==> config.mk <==
export PLATFORM = sky130hd
export DESIGN_NAME = ccl_current_limit_regs
export DESIGN_NICKNAME = d
export VERILOG_FILES = /design/src/design/ccl_pkg.sv /design/src/design/ccl_current_limit_regs.sv
export VERILOG_INCLUDE_DIRS = /design/src /design/src/design
export SDC_FILE = /design/constraint.sdc
export NUM_CORES = 1
export LEC_CHECK = 0
export BUFFER_PORTS_ARGS = -buffer_cell sky130_fd_sc_hd__buf_2
export CAP_MARGIN = 20
export CORE_MARGIN = 8
export CORE_UTILIZATION = 54
export CTS_CLUSTER_DIAMETER = 80
export CTS_CLUSTER_SIZE = 16
export DETAILED_ROUTE_END_ITERATION = 12
export GPL_TIMING_DRIVEN = 0
export HOLD_SLACK_MARGIN = 0.02
export PLACE_DENSITY = 0.8
export SLEW_MARGIN = 10
export SYNTH_ARGS = -nofsm -noshare
export SYNTH_HDL_FRONTEND = slang
export SYNTH_SLANG_ARGS = --single-unit
==> constraint.sdc <==
create_clock -name mclk_i -period 2.7 [get_ports mclk_i]
set_clock_uncertainty 0.1 [all_clocks]
set_input_delay 0.27 -clock mclk_i [delete_from_list [all_inputs] [get_ports mclk_i]]
set_output_delay 0.27 -clock mclk_i [all_outputs]
set_load 0.05 [all_outputs]
==> src/design/ccl_params.svh <==
// Offsets, field positions, reset values and bus constants of the limit bank.
`ifndef CCL_PARAMS_SVH
`define CCL_PARAMS_SVH
`define CCL_DEV_ADDR7         7'h0d
`define CCL_OFS_CHARGE        8'h14
`define CCL_OFS_INPUT_SEC     8'h3b
`define CCL_OFS_INPUT_PRI     8'h3f
`define CCL_FIELD_LSB         2
`define CCL_FIELD_MSB         12
`define CCL_FIELD_MAX         11'h5f0
`define CCL_CHARGE_RESET      11'h000
`define CCL_INPUT_SEC_RESET   11'h177
`endif

==> src/design/ccl_pkg.sv <==
// Types shared by the current limit register bank.
`default_nettype none
package ccl_pkg;
   typedef logic [10:0] ccl_code_t;
   typedef struct packed {
      logic       start;
      logic       stop;
      logic       valid;
      logic [7:0] data;
   } ccl_rx_s;
   typedef enum logic [2:0] {
      CCL_IDLE   = 3'b000,
      CCL_ADDR   = 3'b001,
      CCL_CMD    = 3'b010,
      CCL_WR_LO  = 3'b011,
      CCL_WR_HI  = 3'b100,
      CCL_READ   = 3'b101,
      CCL_IGNORE = 3'b110
   } ccl_state_e;
endpackage : ccl_pkg
`default_nettype wire

==> src/design/ccl_current_limit_regs.sv <==
// Charge and input current limit registers behind a byte-level serial port.
`default_nettype none
`include "ccl_params.svh"
////////////////////////////////////////////////////////////////////////////
// Functional notes
// - Charge cap is eleven bits at 12:2, bit 2 weighs 4mA, doubling.
// - Largest charge code is 10111110000 (6080mA); bigger writes clamp.
// - Both input caps use the same eleven-bit field at bits 12:2.
// - Any input cap write accepted; unused bits dropped, clamp 6080mA.
// - Adapter power-on loads the primary input cap from the strap.
// - Adapter power-on sets secondary to 1.5A unless battery came first.
// - Reads return the stored contents of both input caps.
// - Power-on reset clears the charge cap to zero.
// - Device answers write address byte 0x1A (and read 0x1B).
module ccl_current_limit_regs
   import ccl_pkg::*;
(
   input  wire logic       mclk_i,
   input  wire logic       reset_n_i,
   input  wire logic       clk_en_i,
   input  wire ccl_rx_s    rx_i,
   input  wire logic       tx_req_i,
   input  wire logic       adapter_por_i,
   input  wire logic       battery_first_i,
   input  wire ccl_code_t  config_strap_pin_i,
   output logic            rx_ack_o,
   output logic [7:0]      tx_byte_o,
   output ccl_code_t       battery_charge_current_cap_o,
   output ccl_code_t       input_current_cap_primary_o,
   output ccl_code_t       input_current_cap_secondary_o
);

   ////////////////////////////////////////////////////////////////////////
   function automatic ccl_code_t clamp_code(input logic [15:0] word);
      ccl_code_t f;
      f = word[`CCL_FIELD_MSB:`CCL_FIELD_LSB];
      return (f > `CCL_FIELD_MAX) ? `CCL_FIELD_MAX : f;
   endfunction : clamp_code

   function automatic logic [15:0] to_word(input ccl_code_t f);
      return {3'h0, f, 2'h0};
   endfunction : to_word

   ////////////////////////////////////////////////////////////////////////
   // Reset release is synchronised so every flop past the two-flop synchroniser leaves reset together.
   logic [1:0] rst_sync;
   logic       rst_n;
   always_ff @(posedge mclk_i or negedge reset_n_i) begin
      if (!reset_n_i) begin
         rst_sync <= 2'h0;
      end else begin
         rst_sync <= {rst_sync[0], 1'b1};
      end
   end
   assign rst_n = rst_sync[1];

   ////////////////////////////////////////////////////////////////////////
   ccl_state_e  state, next_state;
   logic [7:0]  cmd, next_cmd;
   logic [7:0]  wr_lo, next_wr_lo;
   logic        rd_hi, next_rd_hi;
   logic        strap_pend, next_strap_pend;
   ccl_code_t   chg, next_chg;
   ccl_code_t   pri, next_pri;
   ccl_code_t   sec, next_sec;
   logic        next_ack;
   logic [7:0]  next_tx;
   logic [15:0] rd_word, wr_word;
   logic        addr_hit;
   ccl_code_t   wr_code;

   always_comb begin
      unique case (cmd)
         `CCL_OFS_CHARGE:    rd_word = to_word(chg);
         `CCL_OFS_INPUT_SEC: rd_word = to_word(sec);
         `CCL_OFS_INPUT_PRI: rd_word = to_word(pri);
         default:            rd_word = 16'h0000;
      endcase
   end

   assign wr_word  = {rx_i.data, wr_lo};
   assign addr_hit = (rx_i.data[7:1] == `CCL_DEV_ADDR7);
   assign wr_code  = clamp_code(wr_word);

   always_comb begin
      next_state      = state;
      next_cmd        = cmd;
      next_wr_lo      = wr_lo;
      next_rd_hi      = rd_hi;
      next_ack        = 1'b0;
      next_tx         = tx_byte_o;
      next_chg        = chg;
      next_pri        = pri;
      next_sec        = sec;
      next_strap_pend = 1'b0;
      // The strap is caught one edge after reset release, never by reset.
      if (strap_pend || adapter_por_i) begin
         next_pri = clamp_code(to_word(config_strap_pin_i));
      end
      if (adapter_por_i && !battery_first_i) begin
         next_sec = `CCL_INPUT_SEC_RESET;
      end
      if (rx_i.start) begin
         next_state = CCL_ADDR;
      end else if (rx_i.stop) begin
         next_state = CCL_IDLE;
      end else if (tx_req_i && state == CCL_READ) begin
         next_tx    = rd_hi ? 8'h00 : rd_word[15:8];
         next_rd_hi = 1'b1;
      end else if (rx_i.valid) begin
         unique case (state)
            CCL_ADDR: begin
               next_ack   = addr_hit;
               next_rd_hi = 1'b0;
               next_tx    = rd_word[7:0];
               if (!addr_hit) begin
                  next_state = CCL_IGNORE;
               end else if (rx_i.data[0]) begin
                  next_state = CCL_READ;
               end else begin
                  next_state = CCL_CMD;
               end
            end
            CCL_CMD: begin
               next_ack   = 1'b1;
               next_cmd   = rx_i.data;
               next_state = CCL_WR_LO;
            end
            CCL_WR_LO: begin
               next_ack   = 1'b1;
               next_wr_lo = rx_i.data;
               next_state = CCL_WR_HI;
            end
            CCL_WR_HI: begin
               next_ack   = 1'b1;
               next_state = CCL_IGNORE;
               unique case (cmd)
                  `CCL_OFS_CHARGE:    next_chg = wr_code;
                  `CCL_OFS_INPUT_SEC: next_sec = wr_code;
                  `CCL_OFS_INPUT_PRI: next_pri = wr_code;
                  default:            next_sec = next_sec;
               endcase
            end
            CCL_READ, CCL_IDLE, CCL_IGNORE: begin
               next_ack = 1'b0;
            end
            default: begin
               next_state = CCL_IDLE;
            end
         endcase
      end
   end

   always_ff @(posedge mclk_i or negedge rst_n) begin
      if (!rst_n) begin
         state      <= CCL_IDLE;
         cmd        <= 8'h00;
         wr_lo      <= 8'h00;
         rd_hi      <= 1'b0;
         rx_ack_o   <= 1'b0;
         tx_byte_o  <= 8'h00;
         chg        <= `CCL_CHARGE_RESET;
         pri        <= 11'h000;
         sec        <= `CCL_INPUT_SEC_RESET;
         strap_pend <= 1'b1;
      end else if (clk_en_i) begin
         state      <= next_state;
         cmd        <= next_cmd;
         wr_lo      <= next_wr_lo;
         rd_hi      <= next_rd_hi;
         rx_ack_o   <= next_ack;
         tx_byte_o  <= next_tx;
         chg        <= next_chg;
         pri        <= next_pri;
         sec        <= next_sec;
         strap_pend <= next_strap_pend;
      end
   end

   // Fields are eleven bits each and leave the block at 4mA per step.
   assign battery_charge_current_cap_o  = chg;
   assign input_current_cap_primary_o   = pri;
   assign input_current_cap_secondary_o = sec;
endmodule : ccl_current_limit_regs
`default_nettype wire

==> results of run 1 <==
[layout make-up]
cell class / count / area, um2 / share of cell area, %
inverters: 11 / 41.3 / 1.12
plain buffers: 12 / 57.6 / 1.56
clock buffers: 16 / 170 / 4.61
multi-input cells: 200 / 1390 / 37.7
repair buffers: 69 / 350 / 9.49
well taps: 72 / 90.1 / 2.44
flip-flops and latches: 63 / 1590 / 43.1
[tightest hold or removal path: stages]
cell and delay, ns:
buf_2 0.11, nand2_1 0.05, nand2_1 0.05
[registers in the layout, indices dropped and copies added (netlist names)]
register,count
input_current_cap_primary_o,11
wr_lo,6
strap_pend,1
cmd,8
tx_byte_o,8
state,3
battery_charge_current_cap_o,11
rd_hi,1
rst_sync,2
rx_ack_o,1
input_current_cap_secondary_o,11
[per-stage QoR]
stage | area [um2] | hold WS (ns) | power [uW]
after global routing | 3690 | 0.0777 | 2140
after floorplan | 3080 | -0.126 | 1250
after CTS | 3690 | 0.0617 | 2080
final | 3690 | 0.0784 | 2080
after detailed placement | 3510 | -0.0365 | 1360
after global placement | 3510 | -0.0455 | 1350
[Yosys cell counts (2+ instances only)]
cell type / instances / area share [%]
nand2b_1: 8 / 1.6
dfstp_2: 8 / 6.8
a2111o_1: 3 / 1.1
mux2_2: 15 / 5.5
nor2_1: 23 / 2.8
o31ai_1: 2 / 0.49
a221o_1: 3 / 0.98
a2bb2oi_1: 3 / 0.85
and3_1: 2 / 0.41
clkbuf_1: 6 / 0.73
and2_1: 3 / 0.61
nand4bb_1: 2 / 0.73
nor2b_1: 2 / 0.41
a31oi_1: 4 / 0.81
nand2_1: 35 / 4.3
or4_1: 3 / 0.73
o21ai_0: 16 / 2.6
dfrtp_1: 55 / 45
nand4_1: 2 / 0.41
nor3_1: 7 / 1.1
a22o_1: 7 / 2.0
or3_1: 2 / 0.41
inv_1: 11 / 1.3
buf_2: 4 / 0.65
o22a_1: 4 / 1.1
nand3_1: 3 / 0.49
a21oi_1: 9 / 1.5
a222oi_1: 7 / 2.3
a22oi_1: 5 / 1.2
o221a_1: 4 / 1.5
[power by group through the flow]
stage | logic [uW] | registers [uW] | clock network, uW
3_5_place_dp | 284 | 1070 | 0
4_1_cts | 288 | 1060 | 733
6_report | 288 | 1060 | 729
5_1_grt | 307 | 1060 | 774
2_1_floorplan | 121 | 1130 | 0
3_3_place_gp | 279 | 1070 | 0
[how the worst max path moves through the flow]
| stage | start | endpoint | slack, ns | cells past startpoint |
|---|---|---|---|---|
| after floorplan | state[0] | input_current_cap_primary_o[0] | 0.66 | 6 |
| after global placement | rst_sync[1] | tx_byte_o[0] | 0.04 | 0 |
| after detailed placement | rx_i[9] | tx_byte_o[2] | 0.39 | 6 |
| after CTS | state[1] | tx_byte_o[2] | 0.37 | 5 |
| after global routing | state[1] | tx_byte_o[2] | 0.20 | 5 |
| final | state[1] | tx_byte_o[2] | 0.33 | 5 |
[layer usage]
layer | track usage [%] | vias to the layer above | part of all wire (%)
met5 | 0 | - | 0
met4 | 11.1 | 0 | 2.2
met3 | 5.51 | 18 | 7.6
met2 | 33.8 | 138 | 48
met1 | 26.5 | 1386 | 42
li1 | - | 1233 | -
[cells by family after synthesis]
| logic type | synth area share (%) |
|---|---|
| compound gates | 20.7 |
| simple gates | 18.6 |
| flops | 51.6 |
| other cells | 0.122 |
| xor+xnor | 0.285 |
| buf+inv | 3.21 |
| mux | 5.49 |
==> flow_summary.yaml, run 1 <==
outcome:
  status: "finished clean"
timing:
  setup_ws_ns: 0.334
  final.period_utilization_pct: 87.6
  slew_violations: 0
  worstMarginPinSlew_ns: 0.794
  final.min_clock_period_ns: 2.37
  slew_headroom_pct: 47.1
  hold_violations: 0
  max_freq_ghz: 0.423
  setup_viol: 0
  rsz0062_at_grt: "false"
  fin_setup_tns_ns: 0
clock_network:
  clock-root-buffer: "clkbuf_8"
  clock-sinks: 63
  cts_resized: 0
  post_cts_buffers: 0
  cts_inserted_buffers: 9
  postCtsHoldBufs: 1
  clk_pin_slew_ns: 0.07
  clk_latency_ns: 0.34
  htree_levels: 3
  cts_tree: "built"
  ctsLongestPathBuffers: 2
worst_hold_path:
  hold_end: "input_current_cap_primary_o[9]"
  holdCritPathClass: "input port to flip-flop"
  hp-start: "config_strap_pin_i[9]"
  whs_path_depth: 3
setup_path:
  critical_path_buf_inv_count: 0
  critPathTopFamily: "simple AND/OR/NAND/NOR gates"
  reg2reg_depth: 5
  worstPathMaxFanout: 9
  reg2reg_slack_ns: 0.33
  crit_path_start_kind: "flip-flop"
  reg2reg_from: "state[1]"
  critPathKind: "flip-flop to flip-flop"
  path_cells: "nor4b_1 -> nand3_2 -> a2111o_1 -> a21oi_1 -> a221o_1"
  cp-end-kind: "flip-flop"
  cp_data_required_time_ns: 2.87
  slowest_delay_ns: 0.56
  cpMaxStageDelayCell: "nor4b_1"
  arrival_ns: 2.54
  r2r_end: "tx_byte_o[2]"
power_and_ir_drop:
  switching_share_pct: 29.0
  p_leak_uw: 0.00174
  pwr-share-seq_pct: 51.0
  power_density_nw_per_um2: 563
  cell_internal_pwr_uw: 1470
  p_switching_uw: 602
  pwr-share-comb_pct: 13.9
  vdd_drop_max_mv: 0.368
  pwr-share-clk_pct: 35.1
yosys:
  seq_area_frac_synth_pct: 51.6
  syn_area_um2: 3080
  synth_edf_count: 0
  ys.flop_type: "dfrtp_1"
  synth_area_per_cell_um2: 10.8
  yosysWarnings: 0
  yosysUniqueCellTypes: 58
  synth_nets: 314
  syn-instance-count: 286
  ys_ff_latch: 63
  synth-async-reset-ratio_pct: 100
floorplanning:
  die_width_um: 91.5
  initial_core_util_pct: 55.9
  rows: 27
  fp.coreArea_um2: 5510
  die_h_um: 91.5
  ioPinCount: 70
  dieArea_um2: 8370
final_layout:
  drive_above_1_share_pct: 32.3
  nets: 394
  n_fill_cell: 464
  final_common_cell: "buf_2"
  final_cell_mix: "72 x buf_2, 54 x dfrtp_1, 35 x nand2_1"
  stdcell_count: 443
  final_util_pct: 67.0
  antenna_cells: 0
  syn2layout_area_growth_pct: 20.0
route:
  avgRoutedWirePerCell_um: 19.8
  drt_iter0_drc: 238
  post_drt_via_cell_ratio: 6.26
  wl_um: 8780
  ant_nets: 0
  vias: 2775
  post-route-drc-count: 0
  firstDrtPassIters: 5
placement:
  detailed_place_hpwl_um: 6440
  dpl_worst_slack_ns: 0.387
  dp_cells: 426
  port_buffers: 68
  gp_congestion: 0.858
global_route:
  grt_max_degree: 62
  track_usage_pct: 21.4
  first_global_vias: 2822
  grt_pass1_wl_um: 14400
  grt_overflow: 0
  grt_antenna_before_repair: 0
flow_run:
  drv_cap: 0
Note: power is estimated with default switching activity, not from simulation.
==> inputs of run 2 (changes only) <==
- CORE_UTILIZATION: 54 -> 58
- PLACE_DENSITY: 0.8 -> 0.85
- clock period: 2.7 -> 2.9 ns (I/O delays scaled with it)
==> run 2 against run 1 <==
Fmax grew 0.39%. Register-to-register slack gained 0.21 ns. Hold slack gained 0.020 ns. Wire length shrank 4.2%. Sequential power shrank 7%. Via count shrank 2.1%. First-iteration DRC count grew 22%. Largest cell class unchanged. Largest power group unchanged.
==> flow_summary.yaml, run 2 (synthesized netlist as in run 1, its figures left out) <==
global_route:
  grt_max_degree: 62
  grt_pass1_wl_um: 13400
  grt_antenna_before_repair: 0
  met2_usage_pct: 34.5
  first_global_vias: 2644
  track_usage_pct: 22.5
  use_met1_pct: 30.5
  grt_overflow: 0
  met3_usage_pct: 3.62
  top_usage_layer: "met2"
final_layout:
  final_cell_mix: "72 x buf_2, 54 x dfrtp_1, 35 x nand2_1"
  stdcell_count: 441
  nets: 394
  antenna_cells: 0
  final_common_cell: "buf_2"
  syn2layout_area_growth_pct: 19.3
  drive_above_1_share_pct: 32.3
  stdcell_area_um2: 3670
floorplanning:
  dieArea_um2: 7890
  die_h_um: 88.8
  initial_core_util_pct: 60.2
  rows: 26
  ioPinCount: 70
  fp.coreArea_um2: 5110
  die_width_um: 88.8
power_and_ir_drop:
  p_leak_uw: 0.00173
  power_density_nw_per_um2: 510
  vdd_drop_max_mv: 0.344
timing:
  max_freq_ghz: 0.424
  rsz0062_at_grt: "false"
  hold_violations: 0
  worstMarginPinSlew_ns: 0.763
  setup_viol: 0
  final.period_utilization_pct: 81.3
  slew_violations: 0
  slew_headroom_pct: 49.1
  final.min_clock_period_ns: 2.36
  setup_ws_ns: 0.543
  fin_setup_tns_ns: 0
setup_path:
  cp-end-kind: "flip-flop"
  worstPathMaxFanout: 10
  cp_data_required_time_ns: 3.01
  critPathKind: "flip-flop to flip-flop"
  crit_path_start_kind: "flip-flop"
  arrival_ns: 2.46
outcome:
  status: "finished clean"
route:
  vias: 2717
  post_drt_via_cell_ratio: 6.16
  avgRoutedWirePerCell_um: 19.1
  ant_nets: 0
  drt_iter0_drc: 290
  wl_um: 8410
  firstDrtPassIters: 5
  post-route-drc-count: 0
placement:
  dp_cells: 424
  placed_cell_area_um2: 3510
  detailed_place_hpwl_um: 6320
  dpl_worst_slack_ns: 0.555
  port_buffers: 68
  gp_congestion: 0.890
clock_network:
  ctsLongestPathBuffers: 2
  cts_tree: "built"
  clk_pin_slew_ns: 0.07
  post_cts_buffers: 0
  clk_latency_ns: 0.33
  htree_levels: 3
  cts_inserted_buffers: 9
  clock-sinks: 63
  clock-root-buffer: "clkbuf_8"
worst_hold_path:
  holdCritPathClass: "input port to flip-flop"
flow_run:
  drv_cap: 0
## run 2: cell type report
class,instances,area [um2]
sequential,63,1590
fill,410,1440
multi-input combinational,200,1390
timing repair buffer,69,350
clock buffer,14,143
tap,70,87.6
buffer,12,57.6
inverter,11,41.3
clock inverter,2,10.0
## run 2: path summary, 6_finish.rpt
check / slack [ns] / endpoint / cells past startpoint / start
min: 0.1 / input_current_cap_primary_o[9] / 3 / config_strap_pin_i[9]
max reg2reg: 0.54 / input_current_cap_primary_o[2] / 6 / state[0]
max in group asynchronous: 1.89 / battery_charge_current_cap_o[6] / 0 / rst_sync[1]
min in group asynchronous: 0.17 / rst_sync[1] / 2 / reset_n_i
min reg2reg: 0.26 / rst_sync[1] / 0 / rst_sync[0]
max: 0.54 / input_current_cap_primary_o[2] / 6 / state[0]
## run 2: repair_timing
| item | CTS | global route |
|---|---|---|
| hold buffers | 1 | 0 |
| hold endpoints to repair | 2 | 0 |
| gates resized for setup | 0 | 0 |
## run 2: metal layers
layer  routed length [um]  vias to the layer above  part of all wire, %
met1                 3680                     1329                   44
met3                  723                       15                  8.6
met4                  153                        0                  1.8
met2                 3850                      137                   46
li1                     -                     1236                    -
met5                    0                        -                    0
## run 2: where the power goes
group	total (uW)	internal, uW	switching (uW)	leakage, uW
combinational	267	90.8	176	0.000837
sequential	984	922	62.1	0.000817
clock	619	309	310	0.0000784
## run 2: stage by stage
step                utilization (%)  power (uW)  hold WS, ns
CTS                            71.9        1880       0.0899
global placement               68.6        1250      -0.0257
detailed placement             68.7        1260      -0.0230
floorplan                         -        1160       -0.106
finish                         71.9        1870       0.0987
global route                   71.9        1940        0.108
## run 2: worst max-delay path, cell delays in order (launching register included)
cell and delay (ns):
dfrtp_1 0.39, or3b_4 0.44, nor4_4 0.62, o31ai_2 0.15, buf_6 0.19, a222oi_1 0.27, inv_1 0.08
